===== src/pmb_pkg.sv =====
// Shared constants, types and helpers of the PMBus protect/store/mask block.
// Assumes one 40 MHz clock domain and an upstream PMBus framer on that clock.
package pmb_pkg;

    // Command codes
    localparam logic [7:0] CMD_OPERATION = 8'h01;
    localparam logic [7:0] CMD_ONOFF_CFG = 8'h02;
    localparam logic [7:0] CMD_GUARD     = 8'h10;
    localparam logic [7:0] CMD_SAVE      = 8'h11;
    localparam logic [7:0] CMD_RESTORE   = 8'h12;
    localparam logic [7:0] CMD_FEATURE   = 8'h19;
    localparam logic [7:0] CMD_MASK      = 8'h1b;
    localparam logic [7:0] CMD_VOUT      = 8'h21;

    // Status command codes accepted as mask targets
    localparam logic [7:0] ST_WORD  = 8'h79;
    localparam logic [7:0] ST_VOUT  = 8'h7a;
    localparam logic [7:0] ST_IOUT  = 8'h7b;
    localparam logic [7:0] ST_INPUT = 8'h7c;
    localparam logic [7:0] ST_THERM = 8'h7d;
    localparam logic [7:0] ST_CML   = 8'h7e;
    localparam logic [7:0] ST_MFR   = 8'h80;

    // Write-guard byte: bits 7..5 kept as guard_reg[2:0]
    localparam int         GUARD_LSB   = 5;
    localparam logic [2:0] GUARD_RESET = 3'h0;
    localparam logic [2:0] GUARD_B5    = 3'h1;
    localparam logic [2:0] GUARD_B6    = 3'h2;
    localparam logic [2:0] GUARD_B7    = 3'h4;

    // Feature report fields
    localparam logic       FEAT_PEC            = 1'h1;
    localparam logic [1:0] BUS_SPEED_FIELD_400K = 2'h1;
    localparam logic       ALERT_SUPPORT_FLAG  = 1'h1;
    localparam logic [7:0] FEATURE_VALUE =
        {FEAT_PEC, BUS_SPEED_FIELD_400K, ALERT_SUPPORT_FLAG, 4'h0};

    // Alert mask store: one byte slot per status command
    localparam int          MASK_SLOTS     = 7;
    localparam logic [7:0]  MASK_BLK_COUNT = 8'h01;
    localparam logic [7:0]  MASK_BAD_READ  = 8'h00;
    // Slot order: word(hi byte), vout, iout, input, thermal, cml, mfr; 19 bits
    localparam logic [55:0] MASKABLE_BITS  = 56'h07_c3_c0_90_d0_f0_04;
    localparam logic [55:0] MASK_RESET     = 56'h00_00_00_00_00_00_04;

    // Timing
    localparam longint CLK_HZ   = 40000000;
    localparam longint BUSY_MS  = 100;
    localparam longint BUSY_CYC = BUSY_MS * CLK_HZ / 1000;
    localparam int     BUSY_W   = 22;

    typedef enum logic [1:0] {
        GL_NONE = 2'h0,
        GL_VOUT = 2'h1,
        GL_OPER = 2'h2,
        GL_SELF = 2'h3
    } pmb_guard_t;

    typedef enum logic [1:0] {
        SQ_IDLE = 2'b00,
        SQ_SAVE = 2'b01,
        SQ_HOLD = 2'b11,
        SQ_LOAD = 2'b10
    } pmb_seq_t;

    typedef struct packed {
        logic       valid;
        logic       write;
        logic [7:0] code;
        logic [7:0] blk_cnt;
        logic [7:0] d0;
        logic [7:0] d1;
    } pmb_req_t;

    typedef struct packed {
        logic       valid;
        logic       ack;
        logic       own;
        logic [7:0] d0;
        logic [7:0] d1;
    } pmb_resp_t;

    function automatic logic [3:0] mask_slot(input logic [7:0] code);
        case (code)
            ST_WORD:  mask_slot = 4'h8;
            ST_VOUT:  mask_slot = 4'h9;
            ST_IOUT:  mask_slot = 4'ha;
            ST_INPUT: mask_slot = 4'hb;
            ST_THERM: mask_slot = 4'hc;
            ST_CML:   mask_slot = 4'hd;
            ST_MFR:   mask_slot = 4'he;
            default:  mask_slot = 4'h0;
        endcase
    endfunction

endpackage


===== src/pmb_mask_mem.sv =====
// Live alert masks with a nonvolatile image beside them.
// Assumes save/load are single-cycle pulses from the command sequencer.
`timescale 1ns/10ps
`default_nettype none
module pmb_mask_mem
    import pmb_pkg::*;
(
    input  wire logic        clk_sys,
    input  wire logic        resetn,
    input  wire logic        wr_en,
    input  wire logic [2:0]  wr_idx,
    input  wire logic [7:0]  wr_data,
    input  wire logic [2:0]  rd_idx,
    output logic      [7:0]  rd_data,
    input  wire logic        save,
    input  wire logic        load,
    output logic      [55:0] live_flat
);
    logic [55:0] live_reg;
    logic [55:0] image_reg;
    logic [55:0] wr_vec;

    always_comb begin
        wr_vec = live_reg;
        // Only maskable positions hold a bit; the rest read as zero
        wr_vec[wr_idx*8 +: 8] = wr_data & MASKABLE_BITS[wr_idx*8 +: 8];
    end

    always_ff @(posedge clk_sys or negedge resetn) begin
        if (!resetn) begin
            live_reg <= MASK_RESET;
        end else if (load) begin
            live_reg <= image_reg;
        end else if (wr_en) begin
            live_reg <= wr_vec;
        end
    end

    // Image comes up as the power-up defaults
    always_ff @(posedge clk_sys or negedge resetn) begin
        if (!resetn) begin
            image_reg <= MASK_RESET;
        end else if (save) begin
            image_reg <= live_reg;
        end
    end

    always_ff @(posedge clk_sys or negedge resetn) begin
        if (!resetn) begin
            rd_data <= 8'h00;
        end else begin
            rd_data <= live_reg[rd_idx*8 +: 8];
        end
    end

    assign live_flat = live_reg;
endmodule
`default_nettype wire


===== src/pmb_cmd_core.sv =====
// Command layer: write guard, save/restore sequencer, feature report, alert masks.
// Assumes an upstream PMBus framer delivering whole transactions on clk_sys,
// and an NVM macro and status registers on the same clock.
//
// Function
// - Guard bit5: only guard, run, switch-config, setpoint
// - Guard bit6: only guard and run-control writes
// - Guard bit7: only guard writes accepted
// - Several guard bits written: alert plus fault flag
// - Invalid guard combination means no protection
// - All supported commands stay readable always; code leaves save/restore reads unanswered and NACKs reads while busy
// - Save command copies settings into nonvolatile image
// - Faults ignored while save is running
// - About 100 ms unresponsive after save/restore
// - Failed programming: NACK, fault flag, memory flag
// - Restore reloads only unprotected registers
// - Restore while switching halts, then restarts
// - User save/restore share codes and path
// - Feature report: PEC, 400 kHz, alert support
// - Mask write: word, target code, mask byte
// - Mask read needs block count 1, else NACK
// - Mask read returns count 1 and byte
// - Set mask bit blocks matching status alert
// - Nineteen maskable sources, each nonvolatile backed
// - Bad mask target write: fault, invalid-data, alert
// - Bad mask target read returns 00h
// - Power-good-low mask via 79h, resets set
`timescale 1ns/10ps
`default_nettype none
module pmb_cmd_core
    import pmb_pkg::*;
#(
    parameter int BUSY_CYCLES = int'(BUSY_CYC)
)
(
    input  wire logic        clk_sys,
    input  wire logic        resetn,
    input  wire pmb_req_t    req,
    output pmb_resp_t        resp,
    output logic             wr_grant,
    input  wire logic [55:0] status_flat,
    input  wire logic        clear_faults,
    input  wire logic        conv_switching,
    input  wire logic        nvm_done,
    input  wire logic        nvm_fail,
    output logic             nvm_prog_req,
    output logic             restore_req,
    output pmb_guard_t       restore_level,
    output logic             fault_ignore,
    output logic             conv_halt,
    output logic             cml_set,
    output logic             ivd_set,
    output logic             mem_set,
    output logic             alert_o,
    output logic             alert_oe
);
    localparam logic [BUSY_W-1:0] BUSY_LAST = BUSY_W'(BUSY_CYCLES - 1);

    pmb_seq_t          state_reg;
    logic [BUSY_W-1:0] busy_cnt_reg;
    logic [2:0]        guard_reg;
    logic [2:0]        guard_img_reg;
    logic              own_alert_reg;
    logic              mask_pend_reg;
    logic              mask_bad_reg;
    pmb_guard_t        level;
    logic              write_ok;
    logic              is_save;
    logic              is_restore;
    logic [3:0]        slot;
    logic              mask_wr;
    logic              mem_save;
    logic              mem_load;
    logic [7:0]        mask_rd;
    logic [55:0]       mask_live;
    logic              idle_req;
    logic              save_ok;

    // Invalid combinations give no protection at all
    always_comb begin
        case (guard_reg)
            GUARD_B5: level = GL_VOUT;
            GUARD_B6: level = GL_OPER;
            GUARD_B7: level = GL_SELF;
            default:  level = GL_NONE;
        endcase
    end

    // Save and restore are not register writes; restore filters per register
    always_comb begin
        case (level)
            GL_VOUT: write_ok = (req.code == CMD_GUARD) || (req.code == CMD_OPERATION) ||
                                (req.code == CMD_ONOFF_CFG) || (req.code == CMD_VOUT);
            GL_OPER: write_ok = (req.code == CMD_GUARD) ||
                                (req.code == CMD_OPERATION);
            GL_SELF: write_ok = (req.code == CMD_GUARD);
            default: write_ok = 1'b1;
        endcase
        if (is_save || is_restore) begin
            write_ok = 1'b1;
        end
    end

    // One code serves both the default and the user variant
    assign is_save    = req.write && (req.code == CMD_SAVE);
    assign is_restore = req.write && (req.code == CMD_RESTORE);
    assign idle_req   = req.valid && (state_reg == SQ_IDLE);
    assign slot       = mask_slot(req.d0);
    assign save_ok    = (state_reg == SQ_SAVE) && nvm_done && !nvm_fail;

    // Mask write only lands when the guard lets it and the target is known
    assign mask_wr  = idle_req && req.write && (req.code == CMD_MASK) &&
                      write_ok && slot[3];
    assign mem_save = save_ok;
    assign mem_load = (state_reg == SQ_LOAD) && (level == GL_NONE);

    pmb_mask_mem u_mask (
        .clk_sys   (clk_sys),
        .resetn    (resetn),
        .wr_en     (mask_wr),
        .wr_idx    (slot[2:0]),
        .wr_data   (req.d1),
        .rd_idx    (slot[2:0]),
        .rd_data   (mask_rd),
        .save      (mem_save),
        .load      (mem_load),
        .live_flat (mask_live)
    );

    // Sequencer: save waits on the NVM, then both paths sit out the busy time
    always_ff @(posedge clk_sys or negedge resetn) begin
        if (!resetn) begin
            state_reg    <= SQ_IDLE;
            busy_cnt_reg <= '0;
            nvm_prog_req <= 1'b0;
            fault_ignore <= 1'b0;
            conv_halt    <= 1'b0;
            restore_req  <= 1'b0;
            restore_level <= GL_NONE;
        end else begin
            nvm_prog_req <= 1'b0;
            restore_req  <= 1'b0;
            case (state_reg)
                SQ_IDLE: begin
                    busy_cnt_reg <= '0;
                    if (idle_req && is_save) begin
                        state_reg    <= SQ_SAVE;
                        nvm_prog_req <= 1'b1;
                        fault_ignore <= 1'b1;
                    end else if (idle_req && is_restore) begin
                        state_reg <= SQ_LOAD;
                        conv_halt <= conv_switching;
                    end
                end
                SQ_SAVE: begin
                    if (nvm_done) begin
                        state_reg    <= SQ_HOLD;
                        fault_ignore <= 1'b0;
                    end
                end
                SQ_LOAD: begin
                    // Outside registers filter by the level taken here
                    restore_req   <= 1'b1;
                    restore_level <= level;
                    state_reg     <= SQ_HOLD;
                end
                SQ_HOLD: begin
                    busy_cnt_reg <= busy_cnt_reg + 1'b1;
                    if (busy_cnt_reg >= BUSY_LAST) begin
                        state_reg <= SQ_IDLE;
                        conv_halt <= 1'b0;
                    end
                end
                default: begin
                    state_reg <= SQ_IDLE;
                end
            endcase
        end
    end

    // Guard register and its nonvolatile copy
    always_ff @(posedge clk_sys or negedge resetn) begin
        if (!resetn) begin
            guard_reg     <= GUARD_RESET;
            guard_img_reg <= GUARD_RESET;
        end else begin
            if (save_ok) begin
                guard_img_reg <= guard_reg;
            end
            if (state_reg == SQ_LOAD) begin
                // Guard itself is never protected, so it always reloads
                guard_reg <= guard_img_reg;
            end else if (idle_req && req.write && req.code == CMD_GUARD) begin
                guard_reg <= req.d0[GUARD_LSB +: 3];
            end
        end
    end

    // Answers, write grant and fault flag pulses
    always_ff @(posedge clk_sys or negedge resetn) begin
        if (!resetn) begin
            resp          <= '0;
            wr_grant      <= 1'b0;
            cml_set       <= 1'b0;
            ivd_set       <= 1'b0;
            mem_set       <= 1'b0;
            mask_pend_reg <= 1'b0;
            mask_bad_reg  <= 1'b0;
        end else begin
            resp          <= '0;
            wr_grant      <= 1'b0;
            cml_set       <= 1'b0;
            ivd_set       <= 1'b0;
            mem_set       <= 1'b0;
            mask_pend_reg <= 1'b0;
            if (state_reg == SQ_SAVE) begin
                if (nvm_done) begin
                    resp.valid <= 1'b1;
                    resp.own   <= 1'b1;
                    resp.ack   <= !nvm_fail;
                    cml_set    <= nvm_fail;
                    mem_set    <= nvm_fail;
                end
            end else if (mask_pend_reg) begin
                // Mask byte comes from the store one cycle after the request
                resp.valid <= 1'b1;
                resp.own   <= 1'b1;
                resp.ack   <= 1'b1;
                resp.d0    <= MASK_BLK_COUNT;
                resp.d1    <= mask_bad_reg ? MASK_BAD_READ : mask_rd;
            end else if (req.valid && state_reg != SQ_IDLE) begin
                // Unresponsive during the busy window
                resp.valid <= 1'b1;
                resp.own   <= 1'b1;
                resp.ack   <= 1'b0;
            end else if (req.valid) begin
                resp.valid <= 1'b1;
                resp.ack   <= 1'b1;
                case (req.code)
                    CMD_GUARD: begin
                        resp.own <= 1'b1;
                        resp.d0  <= {guard_reg, 5'h00};
                        if (req.write) begin
                            cml_set <= req.d0[GUARD_LSB +: 3] != 3'h0 &&
                                       req.d0[GUARD_LSB +: 3] != GUARD_B5 &&
                                       req.d0[GUARD_LSB +: 3] != GUARD_B6 &&
                                       req.d0[GUARD_LSB +: 3] != GUARD_B7;
                        end
                    end
                    CMD_SAVE, CMD_RESTORE: begin
                        resp.own <= 1'b1;
                        // Save answers once the NVM reports back
                        resp.valid <= is_restore;
                    end
                    CMD_FEATURE: begin
                        resp.own <= 1'b1;
                        resp.ack <= !req.write;
                        resp.d0  <= FEATURE_VALUE;
                    end
                    CMD_MASK: begin
                        resp.own <= 1'b1;
                        if (req.write) begin
                            resp.ack <= write_ok && slot[3];
                            cml_set  <= write_ok && !slot[3];
                            ivd_set  <= write_ok && !slot[3];
                        end else if (req.blk_cnt != MASK_BLK_COUNT) begin
                            resp.ack <= 1'b0;
                        end else begin
                            resp.valid    <= 1'b0;
                            mask_pend_reg <= 1'b1;
                            mask_bad_reg  <= !slot[3];
                        end
                    end
                    default: begin
                        resp.ack <= !req.write || write_ok;
                        wr_grant <= req.write && write_ok;
                    end
                endcase
            end
        end
    end

    // Alert line: open-drain, driven low while any unmasked cause stands
    always_ff @(posedge clk_sys or negedge resetn) begin
        if (!resetn) begin
            own_alert_reg <= 1'b0;
            alert_o       <= 1'b0;
            alert_oe      <= 1'b0;
        end else begin
            // A new fault in the clearing cycle still wins
            if (cml_set) begin
                own_alert_reg <= 1'b1;
            end else if (clear_faults) begin
                own_alert_reg <= 1'b0;
            end
            alert_o  <= 1'b0;
            alert_oe <= own_alert_reg || cml_set ||
                        (|(status_flat & ~mask_live));
        end
    end
endmodule
`default_nettype wire


===== config.mk =====
export PLATFORM = sky130hd
export DESIGN_NAME = pmb_cmd_core
export DESIGN_NICKNAME = d
export VERILOG_FILES = /design/src/pmb_pkg.sv /design/src/pmb_mask_mem.sv /design/src/pmb_cmd_core.sv
export SDC_FILE = /design/constraint.sdc
export NUM_CORES = 1
export LEC_CHECK = 0
export BUFFER_PORTS_ARGS = -buffer_cell sky130_fd_sc_hd__buf_2
export CORE_MARGIN = 1.5
export CORE_UTILIZATION = 52
export DETAILED_ROUTE_END_ITERATION = 10
export GPL_TIMING_DRIVEN = 0
export PLACE_DENSITY = 0.73
export SLEW_MARGIN = 20
export SYNTH_ARGS = -nofsm -noshare
export SYNTH_HDL_FRONTEND = slang
export SYNTH_SLANG_ARGS = --single-unit
export TNS_END_PERCENT = 1

===== constraint.sdc =====
create_clock -name clk_sys -period 7.1 [get_ports clk_sys]
set_input_delay 1.42 -clock clk_sys [delete_from_list [all_inputs] [get_ports clk_sys]]
set_output_delay 1.42 -clock clk_sys [all_outputs]
set_load 0.01 [all_outputs]

Word level (Yosys, flattened, before mapping)
Cells that the tools add are included.

operators by class
  equal/unequal tests = 34
  reductions and logical operators = 47
  shifts and indexed selects = 4
  $lt $le $gt $ge = 1
  bitwise logic cells = 8
  mux-type cells = 69
  add/sub/neg operators = 2

operators with widths
  kind                                                        count
  two-way mux 56 bit                                          2
  bitwise AND 56 bit                                          1
  bitwise mux 56 bit                                          1
  inverter 56 bit                                             1
  OR reduction 56 bit                                         1
  variable shift 8 x 34 -> 56 bit, first input constant       1
  variable part select 56 x 7 -> 8 bit                        1
  variable part select 56 x 7 -> 8 bit, first input constant  1
  variable part select 8 x 34 -> 56 bit                       1
  == test 8 x 7 -> 1 bit, second input constant               6
  one-hot mux 22 bit (2 select lines)                         1
  == test 8 x 5 -> 1 bit, second input constant               5
  two-way mux 1 bit                                           40
  negation 6 -> 34 bit                                        1
  one-hot mux 4 bit (7 select lines)                          1
  two-way mux 8 bit                                           3
  adder 22 x 1 -> 22 bit, second input constant               1
  >= comparator 22 bit, second input constant                 1
  two-way mux 11 bit                                          2
  logical AND 1 bit                                           20
  two-way mux 16 bit                                          1
  one-hot mux 8 bit (2 select lines)                          1
  two-way mux 3 bit                                           5
  nonzero test 2 bit                                          6
  other kinds (32)                                            61

word-level totals
  output and inout bits = 31
  register bits after elaboration = 183

Depth between registers and ports, before layout
Gate-level depths: netlist (run 1).

  depth in word-level cells = 13
  depth in mapped cells = 16
  depth with buffers taken out = 12

Modules after synthesis
From an unflattened synthesis (run 1), not the netlist that was laid out.

unflattened totals
  cells, all modules = 867
  area, all modules = 9,037.4 um^2

modules (own cells, without submodules)
  module        instances  cells each  area an instance (um^2)  seq. area each (um^2)
  pmb_mask_mem  1          450         5,424.0                  3,005.4
  pmb_cmd_core  1          417         3,613.5                  1,501.4

Worst setup path after synthesis (run 1)
No wires, ideal clock.

  path type = input -> register
  start point = in req[10] in the netlist's numbering
  end point = reg u_mask.live_reg[40] (netlist: u_mask.live_flat[40])
  buffers on the path = 4
  stages = 16
  setup time = 0.083 ns
  required time = 7.017 ns
  arrival time = 4.344 ns
  path slack = 2.673 ns
  cell sequence = buf_4 > nor4_2 > and3_1 > buf_4 > a311o_1 > buf_2 > inv_1 > ha_1 > ha_1 > nand4b_1 > nand2b_1 > nor2_1 > o211a_1 > buf_6 > mux2_2 > o21ai_0

between the ends
  word-level cells in the longest chain between the ends = 8
  elaborated cells on any way between the ends = 18
  those cells by class = add/sub: 1; eq/ne: 7; shift: 3; mux: 4; bitwise: 1; reduce/logical: 2

ends and longest elaborated chain
  item                                                            RTL line            source
  start, declared                                                 pmb_cmd_core.sv:38  input wire pmb_req_t req,
  == test 8 bit / == test 8 x 7 -> 1 bit (equally long branches)  pmb_pkg.sv:84       case (code)
  one-hot mux 4 bit (7 select lines) (*)                          pmb_pkg.sv:84
  variable part select 56 x 7 -> 8 bit                            pmb_mask_mem.sv:26  wr_vec[wr_idx*8 +: 8] = wr_data & MASKABLE_BITS[wr_idx*8 +: 8];
  bitwise AND 8 bit                                               pmb_mask_mem.sv:26
  variable part select 8 x 34 -> 56 bit                           pmb_mask_mem.sv:26
  bitwise mux 56 bit                                              pmb_mask_mem.sv:26
  two-way mux 56 bit                                              pmb_mask_mem.sv:34  end else if (wr_en) begin
  two-way mux 56 bit                                              pmb_mask_mem.sv:32  end else if (load) begin
  end signal, assigned                                            pmb_mask_mem.sv:33  live_reg <= image_reg;
  end signal, assigned                                            pmb_mask_mem.sv:35  live_reg <= wr_vec;
  end, declared                                                   pmb_mask_mem.sv:19  logic [55:0] live_reg;

Every way passes the cells marked *; elsewhere a longest branch is shown, timed or not. The select of a mux whose other input is x is not followed.
A chain may end at the register's enable or synchronous reset.

Worst setup path after layout (run 1)
  start point = in req[13] in the netlist's numbering
  end point = reg u_mask.live_reg[1] (netlist: u_mask.live_flat[1])

The elaborated chain is that of the path after synthesis.

==> metrics.md, run 1 <==
| Metric | Value |
|---|---|
| Run status | `completed` |
| DRT Pass-1 Iters | `5` |
| DP HPWL | `19800 microns` |
| Die Y | `135 microns` |
| Hold WC Path Type | `reg2reg` |
| Routed WL | `27200 microns` |
| WL/cell | `20.3 microns` |
| Post-synth top area share | `48.8%` |
| IO Port Bufs | `117` |
| Worst flop-to-flop path endpoint | `u_mask.live_flat[30]` |
| Gr usage total | `30.7%` |
| Antenna diode count | `0` |
| Initial drt markers | `929` |
| Pwr Density | `195 nW/um^2` |
| Fill count | `1469` |
| H-tree level count | `4` |
| P&R area growth vs syn | `16.9%` |
| Max-cap viol count | `0` |
| Worst slack, placed | `1.83 ns` |
| Crit path arrival time | `5.23 ns` |
| Flops & latches, synth | `180` |
| Cell variety after synth | `73` |
| WHS Path Cells | `2` |
| CP peak stage delay | `0.52 ns` |
| Placer Congestion | `0.932` |
| Worst hold endpoint | `guard_reg[2]` |
| DRC | `0` |
| Area of the multi-input gates | `4150 sq um` |
| Synth Area in Simple Gates | `17.3%` |
| Worst skew pair latency | `0.44 ns` |
| FFs w/ async S/R, synth | `100%` |
| Adder-cell share of the synthesized area | `1.48%` |
| Metal1 wirelength | `12000 microns` |
| Largest net degree at the start of global routing | `96` |
| Worst-path cell chain | `buf_2 -> nand3_1 -> or4_1 -> clkbuf_1 -> clkbuf_1 -> buf_1 -> ha_1 -> ha_1 -> nand4b_1 -> inv_1 -> o2111a_1 -> o2111ai_2 -> and2_1 -> a22o_1` |
| Antenna-violating nets left | `0` |
| Die area | `18400 sq um` |
| Initial antenna violation count | `0` |
| Worst VDD drop | `0.174 mV` |
| Worst Path Max Fanout | `12` |
| Cell taking the most area after synthesis | `dfrtp_1` |
| Starting density of the core | `53.0%` |
| Nets | `1206` |
| Share of cells above drive strength 1 | `20.8%` |
| CTS Sinks | `180` |
| Post-synthesis compound-gate area fraction | `16.1%` |
| Reg2Reg Launch Point | `state_reg[0]` |
| CTS max path bufs | `2` |
| Largest cells by area after synthesis | `dfrtp_1 49%, nand2_1 6.5%, mux2_2 5.1%` |
| Design area | `10700 sq um` |
| Syn_area_per_cell | `9.53 sq um` |
| Grt total ovfl | `0` |
| Hold_sp | `guard_img_reg[2]` |
| Pins Over Slew Limit | `0` |
| Post-route worst setup slack | `2.20 ns` |
| Syn Inst Count | `958` |
| R2r setup slk | `4.21 ns` |
| Postcts setup bufs | `0` |
| CTS tree | `yes` |
| Reg clk slew, reported paths | `0.07 ns` |
| RSZ-0062 raised after global routing | `false` |
| Final Setup Violations | `0` |
| Synth Flop Type | `dfrtp_1` |
| Hold-fix buffers, CTS | `0` |
| Type of origin of the critical path | `primary input` |
| Chip Width | `135 microns` |
| CTS resizes | `0` |
| Worst reg-to-reg path cell count | `10` |
| Min Tclk post-route | `4.90 ns` |
| FP Rows | `48` |
| Top sig layer | `met4` |
| Final hold viol count | `0` |
| Crit share post-route | `69.0%` |
| Xor/xnor share of the synthesized area | `2.02%` |
| Mux cell area share after synthesis | `8.13%` |
| Max Fclk | `0.204 GHz` |
| Least-Margin Pin Slew | `1.10 ns` |
| Wire length on met3 | `2430 microns` |
| Type of the worst setup path | `in2reg` |
| Setup TNS | `0 ns` |
| Sequential cell area fraction in the yosys report | `49.4%` |
| CP bufs+invs | `5` |
| Number of global-route vias before repair | `7393` |
| Post-synth EDFFs | `0` |
| Root buf cell | `clkbuf_16` |
| FF/Latch Area | `4510 sq um` |
| Slew headroom | `24.5%` |
| Leak Pwr | `5.09 nW` |
| Via count | `7992` |
| CP max-delay cell | `or4_1` |
| CP Data Required Time | `7.43 ns` |
| Met2 WL post-DR | `12100 microns` |
| Core area | `17200 sq um` |
| Clock buffer count from CTS | `17` |
| CP delay by family, top | `simple AND/OR/NAND/NOR gates` |
| Vias per cell | `5.97` |
| DP Area | `10100 sq um` |
| Mapped Area | `9130 sq um` |
| First-pass GRT wire length | `41700 microns` |
| Crit end category | `flop` |
| Clk_skew | `0.0112 ns` |
| Largest family of logic cells by synthesized area | `simple AND/OR/NAND/NOR gates` |
| IO Pins | `127` |
| Synth warn | `0` |
==> how the worst max path moves through the flow <==
stage	start	to	slack (ns)	depth (start not counted)
global placement	req[13]	u_mask.live_flat[28]	1.39	10
global route	req[13]	u_mask.live_flat[3]	1.91	14
floorplan	req[10]	u_mask.live_flat[40]	2.67	16
finish	req[13]	u_mask.live_flat[1]	2.20	14
detailed placement	req[13]	u_mask.live_flat[3]	1.83	14
CTS	req[13]	u_mask.live_flat[3]	2.26	14
==> report_power, final <==
group          internal (mW)  switching [mW]  total [mW]
sequential              1.03        0.000241        1.03
combinational         0.0355          0.0587      0.0941
clock                  0.535           0.422       0.957
total                   1.60           0.481        2.08
==> kinds of logic (layout without fill, tap and decap cells) <==
logic type,count (synthesis),after routing
DFF,180,180
muxes,69,69
other,1,4
and+or+nand+nor,331,331
buffers and inverters,122,274
AOI/OAI and AO/OA,223,223
adders and majority gates,11,11
xor gates and xnor gates,21,21
==> Yosys cell counts (all sizes together) (3+ instances only) <==
library cell	count
mux2	41
o2111ai	4
nand3b	5
o21ai	91
nor4	6
mux2i	28
nand2b	8
nor3b	5
a221oi	13
and4	5
a21oi	29
buf	22
a211oi	3
o211ai	18
nor2	54
nor4b	4
or3	4
xor2	8
nand4b	3
and2	5
clkbuf	31
nand2	158
o31ai	4
inv	69
or4	5
nor3	10
a21o	4
dfrtp	178
and3	16
ha	10
nand3	25
a221o	4
xnor2	13
a22o	8
nor2b	7
o22ai	13
a31oi	11
nand4	9
==> area by class of cell <==
class,instances,share of cell area (%)
Inverter,69,2.43
Sequential cell,180,42.2
Multi-Input combinational cell,659,38.8
Tap cell,225,2.64
Timing Repair Buffer,120,5.96
Buffer,53,2.34
Clock buffer,19,4.15
Clock inverter,13,1.41
==> worst register-to-register path, cell delays in order, from the launching register on <==
cell	delay [ns]
dfrtp_1	0.41
inv_1	0.10
ha_1	0.14
clkbuf_1	0.36
and3_1	0.35
nand2_1	0.10
nor3_1	0.41
and3_1	0.21
buf_2	0.30
mux2i_1	0.24
o21ai_0	0.11
==> stage by stage <==
stage / hold WS, ns / util (%) / total power, mW / std cells
3_5_place_dp: 0.464 / 58.5 / 1.14 / 1306
2_1_floorplan: 0.433 / - / 1.08 / 961
4_1_cts: 0.479 / 61.9 / 2.08 / 1338
5_1_grt: 0.496 / 61.9 / 2.13 / 1338
3_3_place_gp: 0.443 / 58.1 / 1.14 / 1303
6_report: 0.475 / 61.9 / 2.08 / 1338
==> cell usage in the layout, fill, tap and decap left out, drive strengths merged, types with 25 or more instances in the layout <==
| cell type | instances |
|---|---|
| inv | 73 |
| nor2 | 54 |
| buf | 142 |
| mux2 | 41 |
| dfrtp | 178 |
| mux2i | 28 |
| o21ai | 91 |
| clkbuf | 50 |
| nand3 | 25 |
| nand2 | 158 |
| a21oi | 29 |
==> per-layer routing <==
| metal | vias to the layer above | track usage [%] |
|---|---|---|
| li1 | 3650 | - |
| met1 | 3863 | 44.8 |
| met2 | 423 | 46.5 |
| met3 | 56 | 6.66 |
| met4 | 0 | 8.60 |
| met5 | - | 0 |
Note: power is estimated with default switching activity, not from simulation.
==> run 2, diff against run 1 <==
--- a/config.mk
+++ b/config.mk
@@ -5,12 +5,13 @@
 export SDC_FILE = /design/constraint.sdc
 export NUM_CORES = 1
 export LEC_CHECK = 0
+export ABC_AREA = 1
 export BUFFER_PORTS_ARGS = -buffer_cell sky130_fd_sc_hd__buf_2
 export CORE_MARGIN = 1.5
 export CORE_UTILIZATION = 52
 export DETAILED_ROUTE_END_ITERATION = 10
 export GPL_TIMING_DRIVEN = 0
-export PLACE_DENSITY = 0.73
+export PLACE_DENSITY = 0.76
 export SLEW_MARGIN = 20
 export SYNTH_ARGS = -nofsm -noshare
 export SYNTH_HDL_FRONTEND = slang
==> constraint.sdc (replaced) <==
create_clock -name clk_sys -period 4.35 [get_ports clk_sys]
set_input_delay 0.87 -clock clk_sys [delete_from_list [all_inputs] [get_ports clk_sys]]
set_output_delay 0.87 -clock clk_sys [all_outputs]
set_load 0.01 [all_outputs]
==> run 2 against run 1 <==
  * First-iteration DRC count rose by 8.4%
  * Area after synthesis rose by 3.2%
  * Worst setup slack got worse by 1.6 ns
  * Sequential cell count unchanged
  * Clock skew decreased by 0.0022 ns
  * Power grew to 3.0 times the previous value
  * Critical path type unchanged
  * Non-clock buffer count fell by 9
  * Critical path depth grew 2
  * Largest power group unchanged
  * Die area rose by 3.2%
  * Clock power increased by 70%
==> metrics.md, run 2 <==
| Metric | Value |
|---|---|
| Least-Margin Pin Slew | `0.981 ns (-0.120 ns)` |
| Top cell by count, worst path | `nand2_1` |
| Largest net degree at the start of global routing | `66 (-31%)` |
| Synth Flop Type | `dfrtp_1` |
| Crit end category | `flop` |
| Synth warn | `0 (unchanged)` |
| Clk_skew | `0.00893 ns (-0.00223 ns)` |
| Starting density of the core | `52.8% (-0.15 points)` |
| Pwr Density | `560 nW/um^2 (+190%)` |
| Syn_area_per_cell | `7.59 sq um (-20%)` |
| Type of the worst setup path | `in2reg` |
| Vias per cell | `5.51 (-7.8%)` |
| Die area | `18900 sq um (+3.2%)` |
| CTS max path bufs | `2 (unchanged)` |
| Leak Pwr | `5.61 nW (+10%)` |
| Cell variety after synth | `46 (-37%)` |
| Synth cell count leaders | `315 x nand2_1, 178 x dfrtp_1, 164 x inv_1` |
| Setup TNS | `0 ns (unchanged)` |
| Chip Width | `138 microns (+1.6%)` |
| Antenna diode count | `0 (unchanged)` |
| FP Rows | `49 (+2.1%)` |
| CTS resizes | `0 (unchanged)` |
| First-pass GRT wire length | `43700 microns (+4.9%)` |
| Grt total ovfl | `0 (unchanged)` |
| DRC | `0 (unchanged)` |
| Clock buffer count from CTS | `17 (unchanged)` |
| Post-synth top area share | `47.3% (-1.5 points)` |
| H-tree level count | `4 (unchanged)` |
| Metal1 wirelength | `12200 microns (+2.1%)` |
| Flop pwr share | `39.9% (-9.5 points)` |
| Nets | `1491 (+24%)` |
| Die Y | `138 microns (+1.6%)` |
| Initial drt markers | `1007 (+8.4%)` |
| CP Data Required Time | `4.73 ns (-2.70 ns)` |
| Initial antenna violation count | `0 (unchanged)` |
| Type of origin of the critical path | `primary input` |
| CTS Sinks | `180 (unchanged)` |
| Clock Power Share | `26.4% (-20 points)` |
| Area of the multi-input gates | `4080 sq um (-1.7%)` |
| Commonest non-fill, non-tap cells in the layout | `315 x nand2_1, 178 x dfrtp_1, 164 x inv_1, 129 x buf_2, 120 x o21ai_0` |
| Antenna-violating nets left | `0 (unchanged)` |
| IO Pins | `127 (unchanged)` |
| Min Hold Slack | `0.342 ns (-0.133 ns)` |
| Hold-fix buffers, CTS | `0 (unchanged)` |
| Hold WC Path Type | `in2async` |
| DRT Pass-1 Iters | `7 (+2)` |
| Final hold viol count | `0 (unchanged)` |
| Worst skew pair latency | `0.44 ns (about the same)` |
| Number of global-route vias before repair | `8224 (+11%)` |
| Internal Power | `3.69 mW (+130%)` |
| Min Tclk post-route | `3.71 ns` |
| CP peak stage delay | `0.38 ns (-0.14 ns)` |
| Sequential cell area fraction in the yosys report | `47.8% (-1.5 points)` |
| WL/cell | `17.3 microns (-15%)` |
| Design area | `11000 sq um (+3.1%)` |
| CTS tree | `yes` |
| Slew headroom | `32.9% (+8.4 points)` |
| Mapped Area | `9420 sq um (+3.2%)` |
| P&R area growth vs syn | `16.7%` |
| Core area | `17800 sq um (+3.5%)` |
| Crit path arrival time | `4.09 ns (-1.14 ns)` |
| Fill count | `1629 (+11%)` |
| Max-cap viol count | `0 (unchanged)` |
| Run status | `completed` |
| Via count | `8958 (+12%)` |
| Sw Ratio | `40.1% (+17 points)` |
| Share of cells above drive strength 1 | `15.1% (-5.7 points)` |
| Crit share post-route | `85.4%` |
| CP max-delay cell | `nor3_1` |
| Top sig layer | `met4` |
| Placer Congestion | `0.992 (+6.4%)` |
| IO Port Bufs | `120 (+2.6%)` |
| Cell taking the most area after synthesis | `dfrtp_1` |
| Worst Path Max Fanout | `11 (-1)` |
| FF/Latch Area | `4510 sq um (unchanged)` |
| Routed WL | `28100 microns (+3.5%)` |
| Root buf cell | `clkbuf_16` |
| Pins Over Slew Limit | `0 (unchanged)` |
| Final Setup Violations | `0 (unchanged)` |
| Postcts setup bufs | `0 (unchanged)` |
| DP Area | `10400 sq um (+3.0%)` |
| Wire length on met3 | `2270 microns (-6.6%)` |
| Worst-path cell chain | `buf_2 -> inv_1 -> nand2_1 -> nor2_4 -> nand2_2 -> nand3_2 -> clkinv_1 -> ha_1 -> ha_1 -> buf_1 -> nand2_1 -> nor3_1 -> nand2_2 -> nand2_4 -> nand2_1 -> nand3_1` |
| Post-synth EDFFs | `0 (unchanged)` |
| Reg clk slew, reported paths | `0.07 ns (about the same)` |
| Flops & latches, synth | `180 (unchanged)` |
| Commonest non-fill, non-tap cell in the layout | `nand2_1` |
| Gr usage total | `30.9% (+0.18 points)` |
| FFs w/ async S/R, synth | `100% (unchanged)` |
| Finished Layout Cells | `1627 (+22%)` |
| Met2 WL post-DR | `12600 microns (+3.5%)` |
| Max Fclk | `0.269 GHz` |
| Most frequent cell after synthesis | `nand2_1` |
| Switching pwr | `2.47 mW (+410%)` |
| Placed cell count | `1595 (+22%)` |
| Worst VDD drop | `0.316 mV (+81%)` |
| DP HPWL | `21600 microns (+8.8%)` |
| Syn Inst Count | `1241 (+30%)` |
| Logic pwr share | `33.7% (+29 points)` |
| Largest cells by area after synthesis | `dfrtp_1 47%, nand2_1 13%, inv_1 6.5%` |
| RSZ-0062 raised after global routing | `false` |
## run 2: cell types whose count changed in the layout (fill, tap and decap cells not counted), moves of 23 or more
cell	change
nand2_1	+158
inv_1	+95
nand3_1	+81
nor2_1	+65
mux2_2	-41
o21ai_0	+37
mux2i_1	-28
a21oi_1	+23
## run 2: power groups by stage
| stage | Combinational [mW] | Sequential, mW | Clock [mW] |
|---|---|---|---|
| after floorplan | 1.32 | 2.40 | 0 |
| after global placement | 1.98 | 2.46 | 0 |
| after detailed placement | 2.04 | 2.47 | 0 |
| after CTS | 2.05 | 2.44 | 1.64 |
| after global routing | 2.29 | 2.51 | 1.71 |
| final | 2.07 | 2.46 | 1.63 |
## run 2: logic make-up after synthesis
logic type	count (synthesis)	synth area share (%)
adders and majority gates	10	1.33
and+or+nand+nor	609	28.5
other	1	0.0398
AOI/OAI and AO/OA	223	13.1
xor gates and xnor gates	2	0.186
buffers and inverters	216	9.02
DFF	180	47.8
## run 2: worst paths after layout
path	slack, ns	to	startpoint	depth (start not counted)
max reg2reg	1.79	u_mask.live_flat[42]	state_reg[0]	9
max	0.64	u_mask.live_flat[30]	req[15]	16
min	0.34	u_mask.image_reg[43]	resetn	1
min in group clk_sys	0.47	resp[0]	u_mask.rd_data[0]	2
min reg2reg	0.47	resp[0]	u_mask.rd_data[0]	2
max in group asynchronous	3.28	u_mask.image_reg[2]	resetn	2
## run 2: layout make-up
type	instances	area share (%)
well taps	229	2.60
flip-flops and latches	180	41.0
plain buffers	42	1.79
clock buffers	19	4.03
multi-input cells	848	37.1
clock inverters	13	1.56
repair buffers	122	6.05
inverters	174	5.94
## run 2: layer usage
metal  vias to the layer above  GRT usage (%)
li1                       4294              -
met1                      4204           43.0
met2                       392           47.2
met3                        68           6.07
met4                         0           13.0
met5                         -              0
## run 2: through the flow
| step | utilization [%] | total power [mW] | setup slack, ns |
|---|---|---|---|
| after global placement | 57.8 | 4.43 | -0.517 |
| after CTS | 61.7 | 6.13 | 0.757 |
| after detailed placement | 58.2 | 4.51 | 0.295 |
| final | 61.7 | 6.16 | 0.635 |
| after floorplan | - | 3.72 | 1.10 |
| after global routing | 61.7 | 6.51 | 0.492 |
## run 2: worst max-delay path, delay by kind of cell
family	cells	cell delay [ns]
adders and majority gates	2	0.63
buffers and inverters	4	0.94
and+or+nand+nor	10	1.65
==> run 3, diff against run 2 <==
==> constraint.sdc (replaced) <==
create_clock -name clk_sys -period 3.1 [get_ports clk_sys]
set_input_delay 0.62 -clock clk_sys [delete_from_list [all_inputs] [get_ports clk_sys]]
set_output_delay 0.62 -clock clk_sys [all_outputs]
set_load 0.01 [all_outputs]
==> run 3 against run 2 <==
  * Global-route usage about the same
  * Via count up 1.5%
  * Register-to-register slack got worse by 1.3 ns
  * Utilization rose by 0.20 points
  * Largest cell class unchanged
  * Die area is the same
  * Hold slack lost 0.25 ns
==> metrics.md, run 3 (synthesis results as in run 2) <==
| Metric | Value |
|---|---|
| P&R area growth vs syn | `17.1%` |
| Number of global-route vias before repair | `8231 (+0.085%)` |
| R2r setup slk | `0.54 ns (-1.25 ns)` |
| Clock buffer count from CTS | `17 (unchanged)` |
| Logic pwr share | `33.7% (about the same)` |
| Via count | `9088 (+1.5%)` |
| Gr usage total | `30.9% (about the same)` |
| Run status | `completed` |
| WL/cell | `17.4 microns (+0.78%)` |
| Flop pwr share | `39.9% (about the same)` |
| Worst skew pair latency | `0.44 ns (about the same)` |
| Clk_skew | `0.00859 ns (-0.000347 ns)` |
| Max-cap viol count | `0 (unchanged)` |
| Worst flop-to-flop path endpoint | `u_mask.live_flat[42]` |
| Fill count | `1630 (+0.061%)` |
| FF/Latch Area | `4510 sq um (unchanged)` |
| Setup TNS | `0 ns (unchanged)` |
| Grt total ovfl | `0 (unchanged)` |
| Worst VDD drop | `0.445 mV (+41%)` |
| CP Data Required Time | `3.46 ns (-1.27 ns)` |
| Vias per cell | `5.59 (+1.5%)` |
| Reg2Reg Launch Point | `state_reg[0]` |
| Starting density of the core | `52.8% (unchanged)` |
| Worst Path Max Fanout | `12 (+1)` |
| Worst slack, placed | `-0.705 ns (-1.00 ns)` |
| IO Pins | `127 (unchanged)` |
| Commonest non-fill, non-tap cell in the layout | `nand2_1` |
| Die area | `18900 sq um (unchanged)` |
| DP HPWL | `21600 microns (unchanged)` |
| Top sig layer | `met4` |
| Design Power | `8.65 mW (+41%)` |
| Share of cells above drive strength 1 | `15.8% (+0.73 points)` |
| DRC | `0 (unchanged)` |
| Wire length on met3 | `2440 microns (+7.4%)` |
| Placed cell count | `1595 (unchanged)` |
| Crit end category | `flop` |
| Largest net degree at the start of global routing | `66 (unchanged)` |
| Type of the worst setup path | `in2reg` |
| Worst reg-to-reg path cell count | `9 (unchanged)` |
| DRT Pass-1 Iters | `5 (-2)` |
| Crit share post-route | `95.6%` |
| Root buf cell | `clkbuf_16` |
| RSZ-0062 raised after global routing | `true` |
| CTS Sinks | `180 (unchanged)` |
| Hold WC Path Type | `in2async` |
| Reg clk slew, reported paths | `0.07 ns (about the same)` |
| Antenna-violating nets left | `0 (unchanged)` |
| Initial antenna violation count | `0 (unchanged)` |
| Core area | `17800 sq um (unchanged)` |
| Metal1 wirelength | `12100 microns (-0.69%)` |
| Commonest non-fill, non-tap cells in the layout | `315 x nand2_1, 178 x dfrtp_1, 164 x inv_1, 128 x buf_2, 119 x o21ai_0` |
| Type of origin of the critical path | `primary input` |
| IO Port Bufs | `120 (unchanged)` |
| Nets | `1490 (-0.067%)` |
| Min Tclk post-route | `2.96 ns` |
| Final Setup Violations | `0 (unchanged)` |
| Least-Margin Pin Slew | `0.960 ns (-0.0208 ns)` |
| Post-route worst setup slack | `0.137 ns (-0.498 ns)` |
| Internal Power | `5.18 mW (+40%)` |
| CTS max path bufs | `2 (unchanged)` |
| Antenna diode count | `0 (unchanged)` |
| Finished Layout Cells | `1626 (-0.061%)` |
| Die Y | `138 microns (unchanged)` |
| Sw Ratio | `40.2% (+0.073 points)` |
| FP Rows | `49 (unchanged)` |
| H-tree level count | `4 (unchanged)` |
| Switching pwr | `3.48 mW (+41%)` |
| Crit path arrival time | `3.32 ns (-0.77 ns)` |
| Placer Congestion | `0.992 (unchanged)` |
| Max Fclk | `0.338 GHz` |
| Routed WL | `28300 microns (+0.72%)` |
| Met2 WL post-DR | `12500 microns (-0.36%)` |
| Area of the multi-input gates | `4110 sq um (+0.86%)` |
| CTS tree | `yes` |
| First-pass GRT wire length | `43700 microns (about the same)` |
| Pwr Density | `784 nW/um^2 (+40%)` |
| Pins Over Slew Limit | `0 (unchanged)` |
| Initial drt markers | `941 (-6.6%)` |
| Final hold viol count | `0 (unchanged)` |
| Slew headroom | `34.3% (+1.4 points)` |
| Chip Width | `138 microns (unchanged)` |
| Leak Pwr | `5.62 nW (+0.20%)` |
| Clock Power Share | `26.4% (about the same)` |
run 3: power by group through the flow:
stage / logic (mW) / clock network (mW) / registers [mW]
detailed placement: 2.86 / 0 / 3.47
CTS: 2.87 / 2.30 / 3.43
global route: 3.22 / 2.40 / 3.52
floorplan: 1.85 / 0 / 3.37
global placement: 2.78 / 0 / 3.45
finish: 2.92 / 2.28 / 3.45
run 3: area by class of cell:
cell class | count | share of cell area, %
clock inverters | 13 | 1.55
repair buffers | 122 | 6.03
clock buffers | 19 | 4.01
flip-flops and latches | 180 | 40.8
inverters | 174 | 5.93
multi-input cells | 848 | 37.3
plain buffers | 41 | 1.78
well taps | 229 | 2.60
run 3: routing by layer:
| layer | global-route usage (%) | vias up |
|---|---|---|
| met4 | 13.6 | 0 |
| met1 | 42.6 | 4261 |
| met2 | 46.9 | 445 |
| li1 | - | 4297 |
| met5 | 0 | - |
| met3 | 6.77 | 85 |
run 3: worst max path at each step:
stage	from	endpoint	slack, ns	depth (start not counted)
4_1_cts	req[15]	u_mask.live_flat[27]	0.009	16
2_1_floorplan	req[15]	u_mask.live_flat[7]	0.1	19
3_5_place_dp	req[15]	u_mask.live_flat[27]	-0.71	15
5_1_grt	req[15]	u_mask.live_flat[4]	-0.06	19
3_3_place_gp	resetn	busy_cnt_reg[6]	-1.52	1
6_report	req[15]	u_mask.live_flat[17]	0.14	18
run 3: repair_timing:
action                                  CTS  global route
hold buffers                              0             0
pin swaps                                 0             1
setup buffers                             0             0
endpoints found under the setup margin   47            48
endpoints found under the hold margin     0             0
gates resized for setup                   1            13
run 3: metrics by stage:
step | cell area, sq um | util [%] | hold slack, ns
3_5_place_dp | 10400 | 58.2 | 0.453
4_1_cts | 11000 | 61.6 | 0.110
6_report | 11000 | 61.9 | 0.0922
2_1_floorplan | 9430 | - | 0.324
3_3_place_gp | 10300 | 57.8 | 0.450
5_1_grt | 11000 | 61.9 | 0.131
run 3: worst max-delay path, stage by stage:
cell and delay (ns):
buf_2 0.11, inv_1 0.09, nand2_1 0.09, nor2_4 0.18, nand2_2 0.12, nand3_2 0.12, inv_2 0.06, buf_2 0.19
clkbuf_4 0.24, ha_1 0.25, ha_4 0.18, nor2_1 0.16, nand3_1 0.18, nor2_1 0.22, nand2_4 0.12, nand2_2 0.18
nand2_1 0.09, o21ai_1 0.09
